### src/pin_router_regs.svh
`ifndef PIN_ROUTER_REGS_SVH
`define PIN_ROUTER_REGS_SVH

// Register page and special-function addresses.
`define ROUTE_PAGE            8'h0F
`define ROUTE0_ADDR           8'hE1
`define ROUTE1_ADDR           8'hE2
`define ROUTE2_ADDR           8'hE3

// Reset value shared by all three routing registers.
`define ROUTE_RESET           8'h00

// Value read back from an address this block does not own.
`define ROUTE_UNMAPPED        8'h00

// First routing register fields.
`define R0_COMP_A_BIT         7
`define R0_PCA_CLK_BIT        6
`define R0_PCA_CNT_HI         5
`define R0_PCA_CNT_LO         3
`define R0_UART_A_BIT         2
`define R0_SPI_BIT            1
`define R0_SMBUS_BIT          0

// Second routing register fields.
`define R1_CLK_OUT_BIT        7
`define R1_T2_CAP_BIT         6
`define R1_T2_CNT_BIT         5
`define R1_IRQ_B_BIT          4
`define R1_T1_CNT_BIT         3
`define R1_IRQ_A_BIT          2
`define R1_T0_CNT_BIT         1
`define R1_COMP_B_BIT         0

// Third routing register fields.
`define R2_PULLUP_DIS_BIT     7
`define R2_XBAR_EN_BIT        6
`define R2_CONV_B_BIT         5
`define R2_T4_CAP_BIT         4
`define R2_T4_CNT_BIT         3
`define R2_UART_B_BIT         2
`define R2_EMIF_LOW_BIT       1
`define R2_CONV_A_BIT         0

// Largest number of counter-array outputs that can be routed.
`define PCA_OUT_MAX           3'h6

`endif

### src/pin_router_pkg.sv
package pin_router_pkg;

   typedef logic [7:0] sfr_byte_t;

   typedef enum logic [1:0] {
      sel_none,
      sel_route0,
      sel_route1,
      sel_route2
   } route_sel_t;

endpackage

### src/port_pin_crossbar_enables.sv
// Contract
// - Third register bit 7 set turns off all weak pull-ups.
// - With the crossbar enable clear, ports 0 to 3 are forced to input.
// - Bit 6 of the third register enables the crossbar's routing.
// - Bit 5 of the third register routes the second conversion start.
// - Bit 4 of the third register routes the timer 4 capture input.
// - Bit 3 of the third register routes the timer 4 count input.
// - The third register sits at 0xE3 on page F, read/write, reset 0.
// - Bit 2 of the third register routes the second UART to two pins.
// - Bit 1 of the third register makes the crossbar skip strobe pins.
// - Bit 0 of the third register routes the first conversion start.
`include "pin_router_regs.svh"

module port_pin_crossbar_enables (
   input  wire  logic                      mclk,
   input  wire  logic                      rst_b,
   input  wire  logic [7:0]                sfr_addr,
   input  wire  logic [7:0]                sfr_page,
   input  wire  logic                      sfr_wr,
   input  wire  logic                      sfr_rd,
   input  wire  pin_router_pkg::sfr_byte_t sfr_wdata,
   output       pin_router_pkg::sfr_byte_t sfr_rdata,
   output       logic                      sfr_rvalid,
   output       logic                      pullup_enable,
   output       logic                      port_force_input,
   output       logic                      comparator_a_out_route,
   output       logic                      comparator_b_out_route,
   output       logic                      counter_array_clk_in_route,
   output       logic [5:0]                counter_array_out_route,
   output       logic                      first_uart_route,
   output       logic                      spi_route,
   output       logic                      smbus_route,
   output       logic                      clock_out_route,
   output       logic                      timer2_capture_route,
   output       logic                      timer2_count_route,
   output       logic                      ext_irq_b_route,
   output       logic                      timer1_count_route,
   output       logic                      ext_irq_a_route,
   output       logic                      timer0_count_route,
   output       logic                      timer4_count_route,
   output       logic                      timer4_capture_route,
   output       logic                      conv_start_a_route,
   output       logic                      conv_start_b_route,
   output       logic                      second_uart_route,
   output       logic                      ext_mem_low_port_skip
);
   import pin_router_pkg::*;

   sfr_byte_t  route0_q;
   sfr_byte_t  route0_d;
   sfr_byte_t  route1_q;
   sfr_byte_t  route1_d;
   sfr_byte_t  route2_q;
   sfr_byte_t  route2_d;
   sfr_byte_t  rdata_q;
   sfr_byte_t  rdata_d;
   logic       rvalid_q;
   logic       rvalid_d;
   route_sel_t acc_sel;
   logic       xbar_en;
   logic [2:0] pca_count;
   logic [1:0] glob_q;
   logic [1:0] glob_d;
   logic [5:0] pca_q;
   logic [5:0] pca_d;
   logic [4:0] grp0_q;
   logic [4:0] grp0_d;
   sfr_byte_t  grp1_q;
   sfr_byte_t  grp1_d;
   logic [5:0] grp2_q;
   logic [5:0] grp2_d;

   // Maps a page and address pair onto one of the routing registers.
   function automatic route_sel_t decode_sel(input logic [7:0] page,
                                             input logic [7:0] addr);
      route_sel_t sel;
      sel = sel_none;
      if (page == `ROUTE_PAGE) begin
         unique case (addr)
            `ROUTE0_ADDR: sel = sel_route0;
            `ROUTE1_ADDR: sel = sel_route1;
            `ROUTE2_ADDR: sel = sel_route2;
            default:      sel = sel_none;
         endcase
      end
      return sel;
   endfunction

   // Turns the output-count field into one enable per counter-array output.
   function automatic logic [5:0] pca_mask(input logic [2:0] count);
      logic [5:0] mask;
      mask = 6'h00;
      for (int i = 0; i < 6; i++) begin
         if (3'(i) < count) begin
            mask[i] = 1'b1;
         end
      end
      return mask;
   endfunction

   assign acc_sel = decode_sel(sfr_page, sfr_addr);

   // Register writes and read-back capture.
   always_comb begin
      route0_d = route0_q;
      route1_d = route1_q;
      route2_d = route2_q;
      rdata_d  = rdata_q;
      rvalid_d = sfr_rd;
      if (sfr_wr) begin
         unique case (acc_sel)
            sel_route0: route0_d = sfr_wdata;
            sel_route1: route1_d = sfr_wdata;
            sel_route2: route2_d = sfr_wdata;
            sel_none:   route0_d = route0_q;
         endcase
      end
      if (sfr_rd) begin
         unique case (acc_sel)
            sel_route0: rdata_d = route0_q;
            sel_route1: rdata_d = route1_q;
            sel_route2: rdata_d = route2_q;
            sel_none:   rdata_d = `ROUTE_UNMAPPED;
         endcase
      end
   end

   always_ff @(posedge mclk or negedge rst_b) begin
      if (!rst_b) begin
         route0_q <= `ROUTE_RESET;
         route1_q <= `ROUTE_RESET;
         route2_q <= `ROUTE_RESET;
         rdata_q  <= `ROUTE_UNMAPPED;
         rvalid_q <= 1'b0;
      end else begin
         route0_q <= route0_d;
         route1_q <= route1_d;
         route2_q <= route2_d;
         rdata_q  <= rdata_d;
         rvalid_q <= rvalid_d;
      end
   end

   assign sfr_rdata  = rdata_q;
   assign sfr_rvalid = rvalid_q;

   // Routing images are built from the next register values, so each
   // registered output follows a write in the same cycle as its register.
   assign xbar_en   = route2_d[`R2_XBAR_EN_BIT];

   // Counter-array outputs; a field value above six routes all six.
   assign pca_count = (route0_d[`R0_PCA_CNT_HI:`R0_PCA_CNT_LO] > `PCA_OUT_MAX)
                      ? `PCA_OUT_MAX
                      : route0_d[`R0_PCA_CNT_HI:`R0_PCA_CNT_LO];

   // Every routed group is held off while the crossbar is disabled.
   always_comb begin
      glob_d[1] = ~route2_d[`R2_PULLUP_DIS_BIT];
      glob_d[0] = ~xbar_en;
      pca_d     = 6'h00;
      grp0_d    = 5'h00;
      grp1_d    = 8'h00;
      grp2_d    = 6'h00;
      if (xbar_en) begin
         pca_d     = pca_mask(pca_count);
         grp0_d[4] = route0_d[`R0_COMP_A_BIT];
         grp0_d[3] = route0_d[`R0_PCA_CLK_BIT];
         grp0_d[2] = route0_d[`R0_UART_A_BIT];
         grp0_d[1] = route0_d[`R0_SPI_BIT];
         grp0_d[0] = route0_d[`R0_SMBUS_BIT];
         grp1_d    = route1_d;
         grp2_d[`R2_CONV_B_BIT]   = route2_d[`R2_CONV_B_BIT];
         grp2_d[`R2_T4_CAP_BIT]   = route2_d[`R2_T4_CAP_BIT];
         grp2_d[`R2_T4_CNT_BIT]   = route2_d[`R2_T4_CNT_BIT];
         grp2_d[`R2_UART_B_BIT]   = route2_d[`R2_UART_B_BIT];
         grp2_d[`R2_EMIF_LOW_BIT] = route2_d[`R2_EMIF_LOW_BIT];
         grp2_d[`R2_CONV_A_BIT]   = route2_d[`R2_CONV_A_BIT];
      end
   end

   // With every routing bit clear, pull-ups are on and ports are inputs.
   always_ff @(posedge mclk or negedge rst_b) begin
      if (!rst_b) begin
         glob_q <= 2'h3;
         pca_q  <= 6'h00;
         grp0_q <= 5'h00;
         grp1_q <= 8'h00;
         grp2_q <= 6'h00;
      end else begin
         glob_q <= glob_d;
         pca_q  <= pca_d;
         grp0_q <= grp0_d;
         grp1_q <= grp1_d;
         grp2_q <= grp2_d;
      end
   end

   // Global controls and counter-array outputs.
   assign pullup_enable              = glob_q[1];
   assign port_force_input           = glob_q[0];
   assign counter_array_out_route    = pca_q;

   // First routing register groups.
   assign comparator_a_out_route     = grp0_q[4];
   assign counter_array_clk_in_route = grp0_q[3];
   assign first_uart_route           = grp0_q[2];
   assign spi_route                  = grp0_q[1];
   assign smbus_route                = grp0_q[0];

   // Second routing register groups.
   assign clock_out_route            = grp1_q[`R1_CLK_OUT_BIT];
   assign timer2_capture_route       = grp1_q[`R1_T2_CAP_BIT];
   assign timer2_count_route         = grp1_q[`R1_T2_CNT_BIT];
   assign ext_irq_b_route            = grp1_q[`R1_IRQ_B_BIT];
   assign timer1_count_route         = grp1_q[`R1_T1_CNT_BIT];
   assign ext_irq_a_route            = grp1_q[`R1_IRQ_A_BIT];
   assign timer0_count_route         = grp1_q[`R1_T0_CNT_BIT];
   assign comparator_b_out_route     = grp1_q[`R1_COMP_B_BIT];

   // Third routing register groups.
   assign conv_start_b_route         = grp2_q[`R2_CONV_B_BIT];
   assign timer4_capture_route       = grp2_q[`R2_T4_CAP_BIT];
   assign timer4_count_route         = grp2_q[`R2_T4_CNT_BIT];
   assign second_uart_route          = grp2_q[`R2_UART_B_BIT];
   assign ext_mem_low_port_skip      = grp2_q[`R2_EMIF_LOW_BIT];
   assign conv_start_a_route         = grp2_q[`R2_CONV_A_BIT];

endmodule

### config.mk
export PLATFORM = sky130hd
export DESIGN_NAME = port_pin_crossbar_enables
export DESIGN_NICKNAME = d
export VERILOG_FILES = /design/src/pin_router_pkg.sv /design/src/port_pin_crossbar_enables.sv
export VERILOG_INCLUDE_DIRS = /design/src
export SDC_FILE = /design/constraint.sdc
export NUM_CORES = 1
export LEC_CHECK = 0
export BUFFER_PORTS_ARGS = -buffer_cell sky130_fd_sc_hd__buf_4
export CORE_ASPECT_RATIO = 1.4
export CORE_MARGIN = 2
export CORE_UTILIZATION = 50
export DETAILED_ROUTE_END_ITERATION = 10
export PLACE_DENSITY = 0.75
export SYNTH_ARGS = -nofsm -noshare
export SYNTH_HDL_FRONTEND = slang
export SYNTH_SLANG_ARGS = --single-unit
export TNS_END_PERCENT = 100
### constraint.sdc
create_clock -name mclk -period 4.2 [get_ports mclk]
set_clock_uncertainty 0.2 [all_clocks]
set_input_delay 0.21 -clock mclk [delete_from_list [all_inputs] [get_ports mclk]]
set_output_delay 0.21 -clock mclk [all_outputs]
set_load 0.02 [all_outputs]
Word-level counts from Yosys, hierarchy flattened
Cells that the tools add are included.
{ "op_classes": {"n_reduce_logical": 1, "magnitude_cmp": 7, "eq_ne": 7, "muxes": 20, "n_bitwise": 2} }
{ "ops": {"columns": ["op", "count"], "rows": [
  ["8-bit 2-to-1 mux", 7],
  ["8-bit case mux with 4 select lines", 1],
  ["8-bit == test (second input constant)", 3],
  ["6-bit 2-to-1 mux", 2],
  ["8-bit by 4-bit == test with 1-bit output (second input constant)", 1],
  ["1-bit by 3-bit < comparator with 1-bit output (first input constant)", 2],
  ["2-bit by 3-bit < comparator with 1-bit output (first input constant)", 2],
  ["3-bit < comparator (first input constant)", 2],
  ["1-bit 2-to-1 mux", 6],
  ["2-bit case mux with 3 select lines", 1],
  ["5-bit 2-to-1 mux", 1],
  ["2-bit == test (second input constant)", 2],
  ["3-bit > comparator (second input constant)", 1],
  ["3-bit 2-to-1 mux", 1],
  ["2-bit by 1-bit == test with 1-bit output (second input constant)", 1],
  ["2-bit zero test", 1],
  ["2-bit 2-to-1 mux", 1],
  ["1-bit inverter", 2]
]} }
{ "word_totals": {"register_bits": 60, "output_inout_bits": 36, "wordCells": 47} }

Longest topological paths before layout
Gate-level depths: netlist of run 1.
{ "logic_depth": {"word_depth": 11, "ltp_mapped": 6} }

Worst setup path after synthesis of run 1
No wires, ideal clock.
{ "synth_timing": {"path_kind": "input to register", "from": "input sfr_page[6]", "to": "register route0_q[3]", "cell_stages": 5, "path_slack_ps": 2485, "setup_time_ps": 125, "path_buffers": 1, "t_arrival_ps": 1390, "cell_sequence": "nor4_2 -> nand4_1 -> buf_2 -> nor2_2 -> mux2_2"} }
{ "synth_via": {"elab_chain_cells": 5} }
{ "synth_rtl": {"columns": ["item", "line_no", "source"], "rows": [
  ["start, declared", "port_pin_crossbar_enables.sv:18", "input wire logic [7:0] sfr_page,"],
  ["8-bit by 4-bit == test with 1-bit output (no source line)", null, null],
  ["2-bit 2-to-1 mux", "port_pin_crossbar_enables.sv:78", "if (page == `ROUTE_PAGE) begin"],
  ["2-bit by 1-bit == test with 1-bit output", "port_pin_crossbar_enables.sv:111", "unique case (acc_sel)"],
  ["8-bit 2-to-1 mux", "port_pin_crossbar_enables.sv:111", null],
  ["8-bit 2-to-1 mux", "port_pin_crossbar_enables.sv:110", "if (sfr_wr) begin"],
  ["named net route0_d[3]", "port_pin_crossbar_enables.sv:50", "sfr_byte_t route0_d;"],
  ["end signal, assigned", "port_pin_crossbar_enables.sv:130", "route0_q <= `ROUTE_RESET;"],
  ["end signal, assigned", "port_pin_crossbar_enables.sv:136", "route0_q <= route0_d;"],
  ["end, declared", "port_pin_crossbar_enables.sv:49", "sfr_byte_t route0_q;"]
]} }
The timed path passes the listed nets, and every way through them passes these cells.
A chain may end at the register's enable or synchronous reset.

Worst setup path in the final report of run 1
{ "layout_timing": {"from": "input sfr_page[6]", "to": "register pca_q[5] (netlist: counter_array_out_route[5])"} }
{ "layout_via": {"elab_chain_cells": 10} }
{ "layout_rtl": {"columns": ["item", "line_no", "source"], "rows": [
  ["8-bit by 4-bit == test with 1-bit output (no source line) (*)", null, null],
  ["2-bit 2-to-1 mux (*)", "port_pin_crossbar_enables.sv:78", null],
  ["2-bit by 1-bit == test with 1-bit output", "port_pin_crossbar_enables.sv:111", null],
  ["8-bit 2-to-1 mux", "port_pin_crossbar_enables.sv:111", null],
  ["8-bit 2-to-1 mux", "port_pin_crossbar_enables.sv:110", null],
  ["3-bit > comparator (no source line)", null, null],
  ["3-bit 2-to-1 mux", "port_pin_crossbar_enables.sv:152", "assign pca_count = (route0_d[`R0_PCA_CNT_HI:`R0_PCA_CNT_LO] > `PCA_OUT_MAX)"],
  ["3-bit < comparator", "port_pin_crossbar_enables.sv:94", "if (3'(i) < count) begin"],
  ["1-bit 2-to-1 mux", "port_pin_crossbar_enables.sv:94", null],
  ["6-bit 2-to-1 mux (*)", "port_pin_crossbar_enables.sv:164", "if (xbar_en) begin"],
  ["named net pca_d[5]", "port_pin_crossbar_enables.sv:65", "logic [5:0] pca_d;"],
  ["end signal, assigned", "port_pin_crossbar_enables.sv:191", "pca_q <= pca_d;"],
  ["end, declared", "port_pin_crossbar_enables.sv:64", "logic [5:0] pca_q;"]
]} }
The timed path passes the listed nets; every way through them passes the cells marked *.

==> run_results.csv, run 1 <==
group,metric,value,unit
detailed_routing,viasPerCell,5.796,
sta,setup_tns,0,ps
critical_path,r2r_slack,2600,ps
power,p_clk_share,41.3,%
cells_and_area,final_nets,339,
power,p_sw,0.0002542,W
min_path,timing.hold.worst.class,"in2reg",
yosys,synth_top_family_by_area,"compound AO/OA/AOI/OAI gates",
cells_and_area,drive_gt1_share,33.23,%
clocking,cts_htree_levels,3,
detailed_routing,first_pass_iters,4,
clocking,post_cts_buffers,0,
cells_and_area,final_area,0.003492,sq mm
die,dieWidth,66.68,um
yosys,synth-xor-area-share,0,%
sta,slew_headroom,33.62,%
critical_path,r2r_start,"route2_q[6]$_DFF_PN0_",
global_routing,antenna_found_initial,0,
power,swShare,22.98,%
cells_and_area,num-fill-cells,434,
power,p_leak,1.697,nW
clocking,insertion_delay,340,ps
yosys,muxShareOfSynthArea,9.964,%
global_routing,grt_pass1_wl,10.52,mm
min_path,hp-start,"sfr_wdata[6]",
critical_path,path_max_fanout,20,
outcome,status,"complete, no violations",
power,finalPower,0.001106,W
detailed_routing,wl_per_cell,16.65,um
critical_path,cp-end-kind,"flop",
placement,dp_hpwl,4.198,mm
placement,dpl_cell_area,0.003229,sq mm
die,rows,31,
power,ir_drop,0.1874,mV
min_path,min_path_cells,3,
yosys,ys_ff_latch,60,
sta,slew_violations,0,
clocking,path_clk_slew,60,ps
sta,hold_violations,0,
detailed_routing,via_count,2214,
yosys,netlist_area,0.002750,sq mm
yosys,ys_warn_count,0,
sta,worstMarginPinSlew,995.8,ps
yosys,seq_area_frac_synth,54.69,%
sta,fin_crit,2076,ps
critical_path,crit_arrival,2030,ps
detailed_routing,dr.first_iter.drc_count,175,
critical_path,required,4160,ps
die,fp.dieArea,0.006118,sq mm
yosys,synth_fa_ha_area_share,0,%
power,p_int,0.0008518,W
global_routing,grt_max_degree,61,
yosys,synth_fp_nets,272,
cells_and_area,mostFrequentLayoutCells,"buf_4, dfrtp_1, nand2_1",
detailed_routing,route.detailed.drc,0,
global_routing,grt_pass1_vias,2139,
power,cellPowerDensity,316.7,mW/mm^2
sta,max_clock_freq,0.4818,GHz
yosys,syn_avg_cell_area,11.27,sq um
global_routing,overflow,0,
min_path,hold_end,"grp2_q[2]$_DFF_PN0_",
clocking,cts.sink_count,60,
detailed_routing,drt_wl_total,6.359,mm
power,comb_power_share,6.3,%
critical_path,rr_worst_depth,2,
die,start_util,52.52,%
yosys,ys_types,39,
die,dieHeight,91.75,um
die,ios,64,
power,seqPwrFrac,52.3,%
placement,io_buffers,63,
critical_path,path_class,"in2reg",
clocking,numCtsBuffers,9,
yosys,synth_compound_area_share,15.97,%
cells_and_area,layout_commonest_cell,"buf_4",
cells_and_area,n_antenna_cell,0,
global_routing,grt_use_total,23.19,%
yosys,synth-simple-area-share,14.15,%
critical_path,r2r_end,"counter_array_out_route[1]$_DFF_PN0_",
sta,period_share,49.42,%
clocking,clock_path_buffers,2,
flow_run,cap_violations,0,
die,coreArea,0.005236,sq mm
detailed_routing,ant_nets,0,
sta,rsz0062_at_grt,"no",
clocking,tritoncts,"yes",
critical_path,cp-start-kind,"input port",
yosys,syn_inst,244,
placement,gp_congestion,0.8766,
sta,setup_viol,0,
cells_and_area,syn2layout_area_growth,26.98,%
clocking,root_buffer,"clkbuf_8",
-- cell families after synthesis --
kind of cell,Yosys count
AOI/OAI and AO/OA,55
buffers and inverters,31
DFF,60
muxes,26
and+or+nand+nor,72
-- worst max-delay path by stage --
stage               depth (start not counted)                                    to        start
global route                                6                   grp1_q[0]$_DFF_PN0_  sfr_page[6]
global placement                            6  counter_array_out_route[0]$_DFF_PN0_  sfr_page[6]
floorplan                                   5                 route0_q[3]$_DFF_PN0_  sfr_page[6]
detailed placement                          6  counter_array_out_route[1]$_DFF_PN0_  sfr_page[6]
CTS                                         6                   grp1_q[7]$_DFF_PN0_  sfr_page[6]
finish                                      6  counter_array_out_route[5]$_DFF_PN0_  sfr_page[6]
-- area by class of cell --
class                      instances  area (sq um)  area share, %
inverter                          12         45.04          1.290
clock inverter                     2         10.01         0.2866
timing repair buffer              75         585.6          16.77
multi-input combinational        153          1102          31.57
sequential                        60          1504          43.07
tap                               66         82.58          2.365
clock buffer                      14         162.7          4.658
-- critical path, cell delays in order --
cell	delay, ps
buf_4	110
nor4_2	280
nand4_1	130
buf_4	220
o31ai_4	850
a22oi_1	220
-- registers in the layout (all words and copies together) (netlist names) --
| register | count |
|---|---|
| grp1_q | 8 |
| route0_q | 8 |
| glob_q | 2 |
| route1_q | 8 |
| counter_array_out_route | 6 |
| grp0_q | 5 |
| sfr_rdata | 8 |
| route2_q | 8 |
| sfr_rvalid | 1 |
| grp2_q | 6 |
-- power by group through the flow --
| stage | registers (W) | logic [W] | clock network, W |
|---|---|---|---|
| after floorplan | 0.000590 | 0.0000218 | 0 |
| after global routing | 0.000578 | 0.0000774 | 0.000490 |
| after global placement | 0.000589 | 0.0000633 | 0 |
| after detailed placement | 0.000589 | 0.0000638 | 0 |
| final | 0.000579 | 0.0000702 | 0.000457 |
| after CTS | 0.000579 | 0.0000708 | 0.000462 |
-- metal layers --
| layer | global-route usage (%) | vias to the layer above | wire (um) | part of all wire (%) |
|---|---|---|---|---|
| met2 | 34.67 | 79 | 3239 | 51 |
| met4 | 13.27 | 0 | 197 | 3.1 |
| met5 | 0 | - | 0 | 0 |
| li1 | - | 1025 | - | - |
| met1 | 31.08 | 1093 | 2610 | 41 |
| met3 | 4.540 | 17 | 312 | 4.9 |
-- timing repair --
item,CTS,global route
hold buffers,9,0
hold endpoints to repair,86,0
resized for setup,0,0
-- cell usage after synthesis (all sizes together) --
master / instances / area (sq um)
and2: 1 / 6.260
nand4: 10 / 77.57
a21oi: 1 / 5.000
inv: 12 / 45.04
a211oi: 2 / 15.01
clkbuf: 8 / 30.03
o21ai: 20 / 100.1
and4: 2 / 17.52
o221ai: 1 / 8.760
nor2b: 3 / 18.77
or3: 1 / 6.260
nor3: 3 / 15.01
nor4b: 1 / 8.760
o211ai: 1 / 7.510
o2bb2ai: 8 / 70.07
o31ai: 1 / 21.27
a2111oi: 2 / 17.52
mux2: 11 / 123.9
dfstp: 2 / 52.55
and4bb: 1 / 12.51
nand2: 28 / 105.1
o2111ai: 1 / 8.760
dfrtp: 58 / 1451
mux2i: 15 / 150.1
buf: 11 / 68.82
nor4: 1 / 12.51
nand3: 18 / 95.09
a221oi: 4 / 35.03
nor2: 3 / 13.77
a22oi: 14 / 150.2
-- per-stage QoR --
stage | setup WS (ps) | util (%) | hold slack [ps] | instances
6_report | 2124 | 66.69 | 2.235 | 382
5_1_grt | 1992 | 66.69 | 4.006 | 382
3_3_place_gp | 1812 | 61.67 | 123.9 | 357
4_1_cts | 2151 | 66.69 | 1.197 | 382
2_1_floorplan | 2485 | - | -285.6 | 244
3_5_place_dp | 1816 | 61.67 | 123.5 | 357
(Power assumes the default switching activity.)
==> run 2, diff against run 1 <==
--- a/config.mk
+++ b/config.mk
@@ -9,7 +9,7 @@
 export BUFFER_PORTS_ARGS = -buffer_cell sky130_fd_sc_hd__buf_4
 export CORE_ASPECT_RATIO = 1.4
 export CORE_MARGIN = 2
-export CORE_UTILIZATION = 50
+export CORE_UTILIZATION = 48
 export DETAILED_ROUTE_END_ITERATION = 10
 export PLACE_DENSITY = 0.75
 export SYNTH_ARGS = -nofsm -noshare
==> constraint.sdc (replaced) <==
create_clock -name mclk -period 1.7 [get_ports mclk]
set_clock_uncertainty 0.2 [all_clocks]
set_input_delay 0.085 -clock mclk [delete_from_list [all_inputs] [get_ports mclk]]
set_output_delay 0.085 -clock mclk [all_outputs]
set_load 0.02 [all_outputs]
==> run_results.csv, run 2 (synthesis gave the netlist of run 1 again) <==
group,metric,value,unit
flow_run,cap_violations,0,
clocking,cts_htree_levels,3,
cells_and_area,final_nets,363,
cells_and_area,mostFrequentLayoutCells,"buf_4, dfrtp_1, nand2_1",
detailed_routing,route.detailed.drc,0,
cells_and_area,multiInputGateArea,0.001102,sq mm
detailed_routing,viasPerCell,5.559,
power,finalPower,0.002867,W
placement,gp_congestion,0.8673,
clocking,insertion_delay,350,ps
die,start_util,49.77,%
power,p_leak,1.834,nW
sta,max_clock_freq,0.6734,GHz
critical_path,path_common_cell,"buf_4",
detailed_routing,drt_wl_total,6.744,mm
min_path,timing.hold.worst.class,"in2async",
global_routing,grt_max_degree,35,
critical_path,path_cells,"buf_4 > nor4_2 > and4_1 > buf_4 > a2111oi_0 > a221oi_1",
power,ir_drop,0.5517,mV
die,dieWidth,67.97,um
sta,worstMarginPinSlew,472.6,ps
cells_and_area,final_area,0.003737,sq mm
clocking,cts_resized,0,
die,dieHeight,93.56,um
outcome,status,"complete, no violations",
critical_path,max_stage_delay,380,ps
clocking,cts.sink_count,60,
cells_and_area,num-fill-cells,425,
critical_path,r2r_slack,260,ps
sta,rsz0062_at_grt,"no",
clocking,clock_path_buffers,2,
detailed_routing,dr.first_iter.drc_count,203,
critical_path,cp-start-kind,"input port",
placement,dp_hpwl,4.849,mm
sta,setup_ws,215.1,ps
cells_and_area,final-seq-area,0.001504,sq mm
critical_path,critPathTopFamily,"simple AND/OR/NAND/NOR gates",
critical_path,crit_path_start,"sfr_page[6]",
global_routing,overflow,0,
detailed_routing,wl_per_cell,16.53,um
power,cellPowerDensity,767.1,mW/mm^2
critical_path,crit_arrival,1520,ps
clocking,root_buffer,"clkbuf_8",
die,coreArea,0.005525,sq mm
die,ios,64,
clocking,tritoncts,"yes",
sta,fin_crit,1485,ps
critical_path,r2r_start,"route2_q[6]$_DFF_PN0_",
global_routing,grt_use_total,24.27,%
cells_and_area,layout_commonest_cell,"buf_4",
cells_and_area,syn2layout_area_growth,35.90,%
sta,hold_violations,0,
clocking,numCtsBuffers,9,
sta,period_share,87.35,%
sta,hold_ws,27.19,ps
sta,slew_violations,0,
cells_and_area,n_antenna_cell,0,
critical_path,path_max_fanout,19,
critical_path,path_class,"in2reg",
placement,post-place-ws,-121.2,ps
placement,io_buffers,63,
placement,dpl_cell_area,0.003427,sq mm
critical_path,cp_num_buf_inv,2,
detailed_routing,first_pass_iters,4,
critical_path,crit_slowest_cell,"and4_1",
global_routing,grt_pass1_vias,2272,
global_routing,antenna_found_initial,0,
die,rows,32,
sta,setup_tns,0,ps
global_routing,grt_pass1_wl,11.16,mm
cells_and_area,drive_gt1_share,37.94,%
critical_path,cp-end-kind,"flop",
sta,setup_viol,0,
sta,slew_headroom,68.49,%
detailed_routing,ant_nets,0,
die,fp.dieArea,0.006359,sq mm
clocking,path_clk_slew,70,ps
critical_path,required,1740,ps
detailed_routing,via_count,2268,
-- run 2: cell count changes in the layout (fill, tap and decap cells not counted) --
cell,previous run,this run
inv_6,0,1
clkbuf_1,3,0
bufinv_16,0,1
buf_12,0,3
clkinv_2,2,4
dlygate4sd3_1,9,12
clkinvlp_4,0,1
buf_4,66,84
clkbuf_8,11,9
-- run 2: cell type report --
class,count,share of cell area (%)
Inverter,12,1.205
Multi-Input combinational cell,153,29.49
Sequential cell,60,40.24
Clock buffer,9,3.314
Clock inverter,7,1.774
Tap cell,68,2.277
Timing Repair Buffer,99,21.69
-- run 2: per-stage QoR --
stage | instances | util (%)
6_report | 408 | 67.64
5_1_grt | 408 | 67.64
4_1_cts | 408 | 67.64
3_5_place_dp | 380 | 62.02
3_3_place_gp | 380 | 62.02
2_1_floorplan | 244 | -
-- run 2: worst register-to-register path, cell delays in order, from the launching register on --
cell     delay [ps]
dfrtp_1         490
buf_4           210
nand3_1          80
nor3_1           40
or3_1           310
-- run 2: metal layers --
layer | vias to the layer above | track usage [%] | part of all wire (%)
li1 | 1076 | - | -
met1 | 1105 | 29.59 | 39
met2 | 74 | 39.40 | 53
met3 | 13 | 6.859 | 5.6
met4 | 0 | 10.33 | 2.2
met5 | - | 0 | 0
-- run 2: final timing paths --
path	end	cells past startpoint
max in group asynchronous	glob_q[1]$_DFF_PN1_	3
max reg2reg	grp0_q[3]$_DFF_PN0_	4
min reg2reg	glob_q[1]$_DFF_PN1_	1
max	counter_array_out_route[0]$_DFF_PN0_	6
min	route2_q[2]$_DFF_PN0_	2
min in group mclk	route1_q[7]$_DFF_PN0_	5
-- run 2: where the power goes --
part / total, W / switching [W] / internal [W] / leakage, nW
clock network: 0.00124 / 0.000572 / 0.000670 / 0.0992
registers: 0.00143 / 0.000000479 / 0.00143 / 0.829
logic: 0.000196 / 0.000109 / 0.0000870 / 0.906
-- run 2: timing repair --
item	4_1_cts	5_1_grt
hold endpoints to repair	115	0
buffers inserted	0	0
endpoints found under the setup margin	0	0
hold buffers	12	0
==> run 3, diff against run 2 <==
==> constraint.sdc (replaced) <==
create_clock -name mclk -period 1.22 [get_ports mclk]
set_clock_uncertainty 0.2 [all_clocks]
set_input_delay 0.061 -clock mclk [delete_from_list [all_inputs] [get_ports mclk]]
set_output_delay 0.061 -clock mclk [all_outputs]
set_load 0.02 [all_outputs]
==> run_results.csv, run 3 (synthesis gave the netlist of run 1 again) <==
group,metric,value,unit
outcome,failed_checks,"hold timing, setup timing",
sta,worstMarginPinSlew,636.3,ps
sta,rsz0062_at_grt,"yes",
detailed_routing,drt_wl_total,7.985,mm
flow_run,cap_violations,0,
sta,hold_violations,17,
critical_path,cp_num_buf_inv,3,
global_routing,grt_use_total,27.69,%
clocking,numCtsBuffers,9,
global_routing,grt_max_degree,22,
critical_path,required,1230,ps
die,fp.dieArea,0.006359,sq mm
cells_and_area,n_antenna_cell,0,
detailed_routing,route.detailed.drc,0,
die,coreArea,0.005525,sq mm
power,finalPower,0.003907,W
power,p_leak,2.004,nW
clocking,cts.sink_count,60,
detailed_routing,wl_met2,4.244,mm
sta,max_clock_freq,0.7479,GHz
critical_path,max_stage_delay,270,ps
sta,period_share,109.6,%
critical_path,path_class,"in2reg",
global_routing,grt_pass1_wl,12.79,mm
detailed_routing,wl_per_cell,18.48,um
sta,setup_ws,-117.0,ps
detailed_routing,first_pass_iters,5,
cells_and_area,drive_gt1_share,48.63,%
global_routing,antenna_found_initial,0,
critical_path,crit_slowest_cell,"nor4_4",
detailed_routing,viasPerCell,5.734,
global_routing,grt_pass1_vias,2617,
die,dieWidth,67.97,um
placement,dp_hpwl,5.397,mm
power,ir_drop,0.5879,mV
placement,dpl_cell_area,0.003651,sq mm
cells_and_area,layout_commonest_cell,"buf_4",
detailed_routing,ant_nets,0,
die,dieHeight,93.56,um
die,rows,32,
detailed_routing,highest_layer,"met4",
detailed_routing,dr.first_iter.drc_count,194,
critical_path,path_max_fanout,19,
global_routing,overflow,0,
power,cellPowerDensity,934.2,mW/mm^2
critical_path,r2r_start,"route2_q[6]$_DFF_PN0_",
die,start_util,49.77,%
min_path,hp-start,"sfr_wdata[6]",
detailed_routing,met3_length,555,um
critical_path,cp-start-kind,"input port",
critical_path,crit_arrival,1340,ps
clocking,cts_htree_levels,3,
cells_and_area,final_area,0.004183,sq mm
sta,setup_viol,39,
clocking,root_buffer,"clkbuf_8",
clocking,path_clk_slew,60,ps
sta,slew_violations,0,
sta,hold_ws,-186.2,ps
clocking,clock_path_buffers,2,
detailed_routing,via_count,2477,
clocking,insertion_delay,340,ps
cells_and_area,syn2layout_area_growth,52.09,%
detailed_routing,met1Wirelength,2.983,mm
placement,io_buffers,63,
sta,slew_headroom,57.49,%
clocking,cts_hold_buf,12,
critical_path,crit_path_start,"sfr_page[6]",
outcome,status,"finished, violations left",
die,ios,64,
critical_path,cp-end-kind,"flop",
placement,gp_congestion,0.8348,
clocking,tritoncts,"yes",
critical_path,path_cells,"buf_6 > nor4_4 > nand4_1 > buf_4 > o31ai_4 > buf_12 > a22oi_1",
critical_path,critPathTopFamily,"buffers and inverters",
cells_and_area,final_nets,388,
cells_and_area,mostFrequentLayoutCells,"buf_4, dfrtp_1, nand2_1",
sta,fin_crit,1337,ps
min_path,timing.hold.worst.class,"in2reg",
run 3: changes by cell type in the layout (fill, tap and decap cells not counted), moves of 4 or more:
cell and change:
buf_6 +16, o21ai_4 +5, mux2_4 +6, o21ai_2 +6
o21ai_0 -13, mux2_2 -4, buf_4 +7
run 3: what timing repair did:
item,CTS,global route
pin swaps,5,6
buffers inserted,4,3
gates resized for setup,25,23
endpoints found under the setup margin,56,57
hold endpoints to repair,116,16
run 3: layout make-up:
| type | instances | area (sq um) |
|---|---|---|
| Tap cell | 68 | 85.08 |
| Multi-Input combinational cell | 153 | 1287 |
| Sequential cell | 60 | 1505 |
| Clock inverter | 4 | 25.02 |
| Timing Repair Buffer | 124 | 1084 |
| Clock buffer | 11 | 151.4 |
| Inverter | 12 | 45.04 |
| Fill cell | 351 | 1343 |
run 3: final timing paths:
check	depth (start not counted)	to	slack, ps
min in group asynchronous	2	grp1_q[3]$_DFF_PN0_	-110
hold / removal	3	grp2_q[1]$_DFF_PN0_	-190
setup reg to reg	3	counter_array_out_route[0]$_DFF_PN0_	-110
hold reg to reg	1	glob_q[1]$_DFF_PN1_	270
max in group asynchronous	3	glob_q[0]$_DFF_PN1_	430
setup / recovery	7	counter_array_out_route[5]$_DFF_PN0_	-120
run 3: metal layers:
metal  vias to the layer above  global-route usage (%)
li1                       1123                       -
met1                      1207                   32.22
met2                       127                   46.28
met3                        20                   4.693
met4                         0                   16.50
met5                         -                       0
run 3: worst reg2reg max path, stage by stage, from the launching register on:
cell,delay (ps)
dfrtp_2,450
o31ai_4,110
buf_12,170
a221oi_1,300
run 3: metrics by stage:
stage          hold WS (ps)  cells  setup TNS, ps  util (%)  worst slack (ps)
4_1_cts              -195.2    429          -1391     73.75            -74.54
2_1_floorplan        -434.6    244         -10220         -            -284.2
5_1_grt              -165.3    432          -5357     75.70            -192.8
3_3_place_gp         -281.5    398         -23970     66.08            -542.9
6_report             -186.2    432          -2561     75.70            -117.0
3_5_place_dp         -278.6    398         -26520     66.08            -580.7
run 3: power by group:
| group | total, W | internal [W] | leakage [nW] | switching, W |
|---|---|---|---|---|
| combinational | 0.000333 | 0.000151 | 1.09 | 0.000181 |
| sequential | 0.00199 | 0.00199 | 0.828 | 0.000000770 |
| clock | 0.00158 | 0.000827 | 0.0872 | 0.000755 |
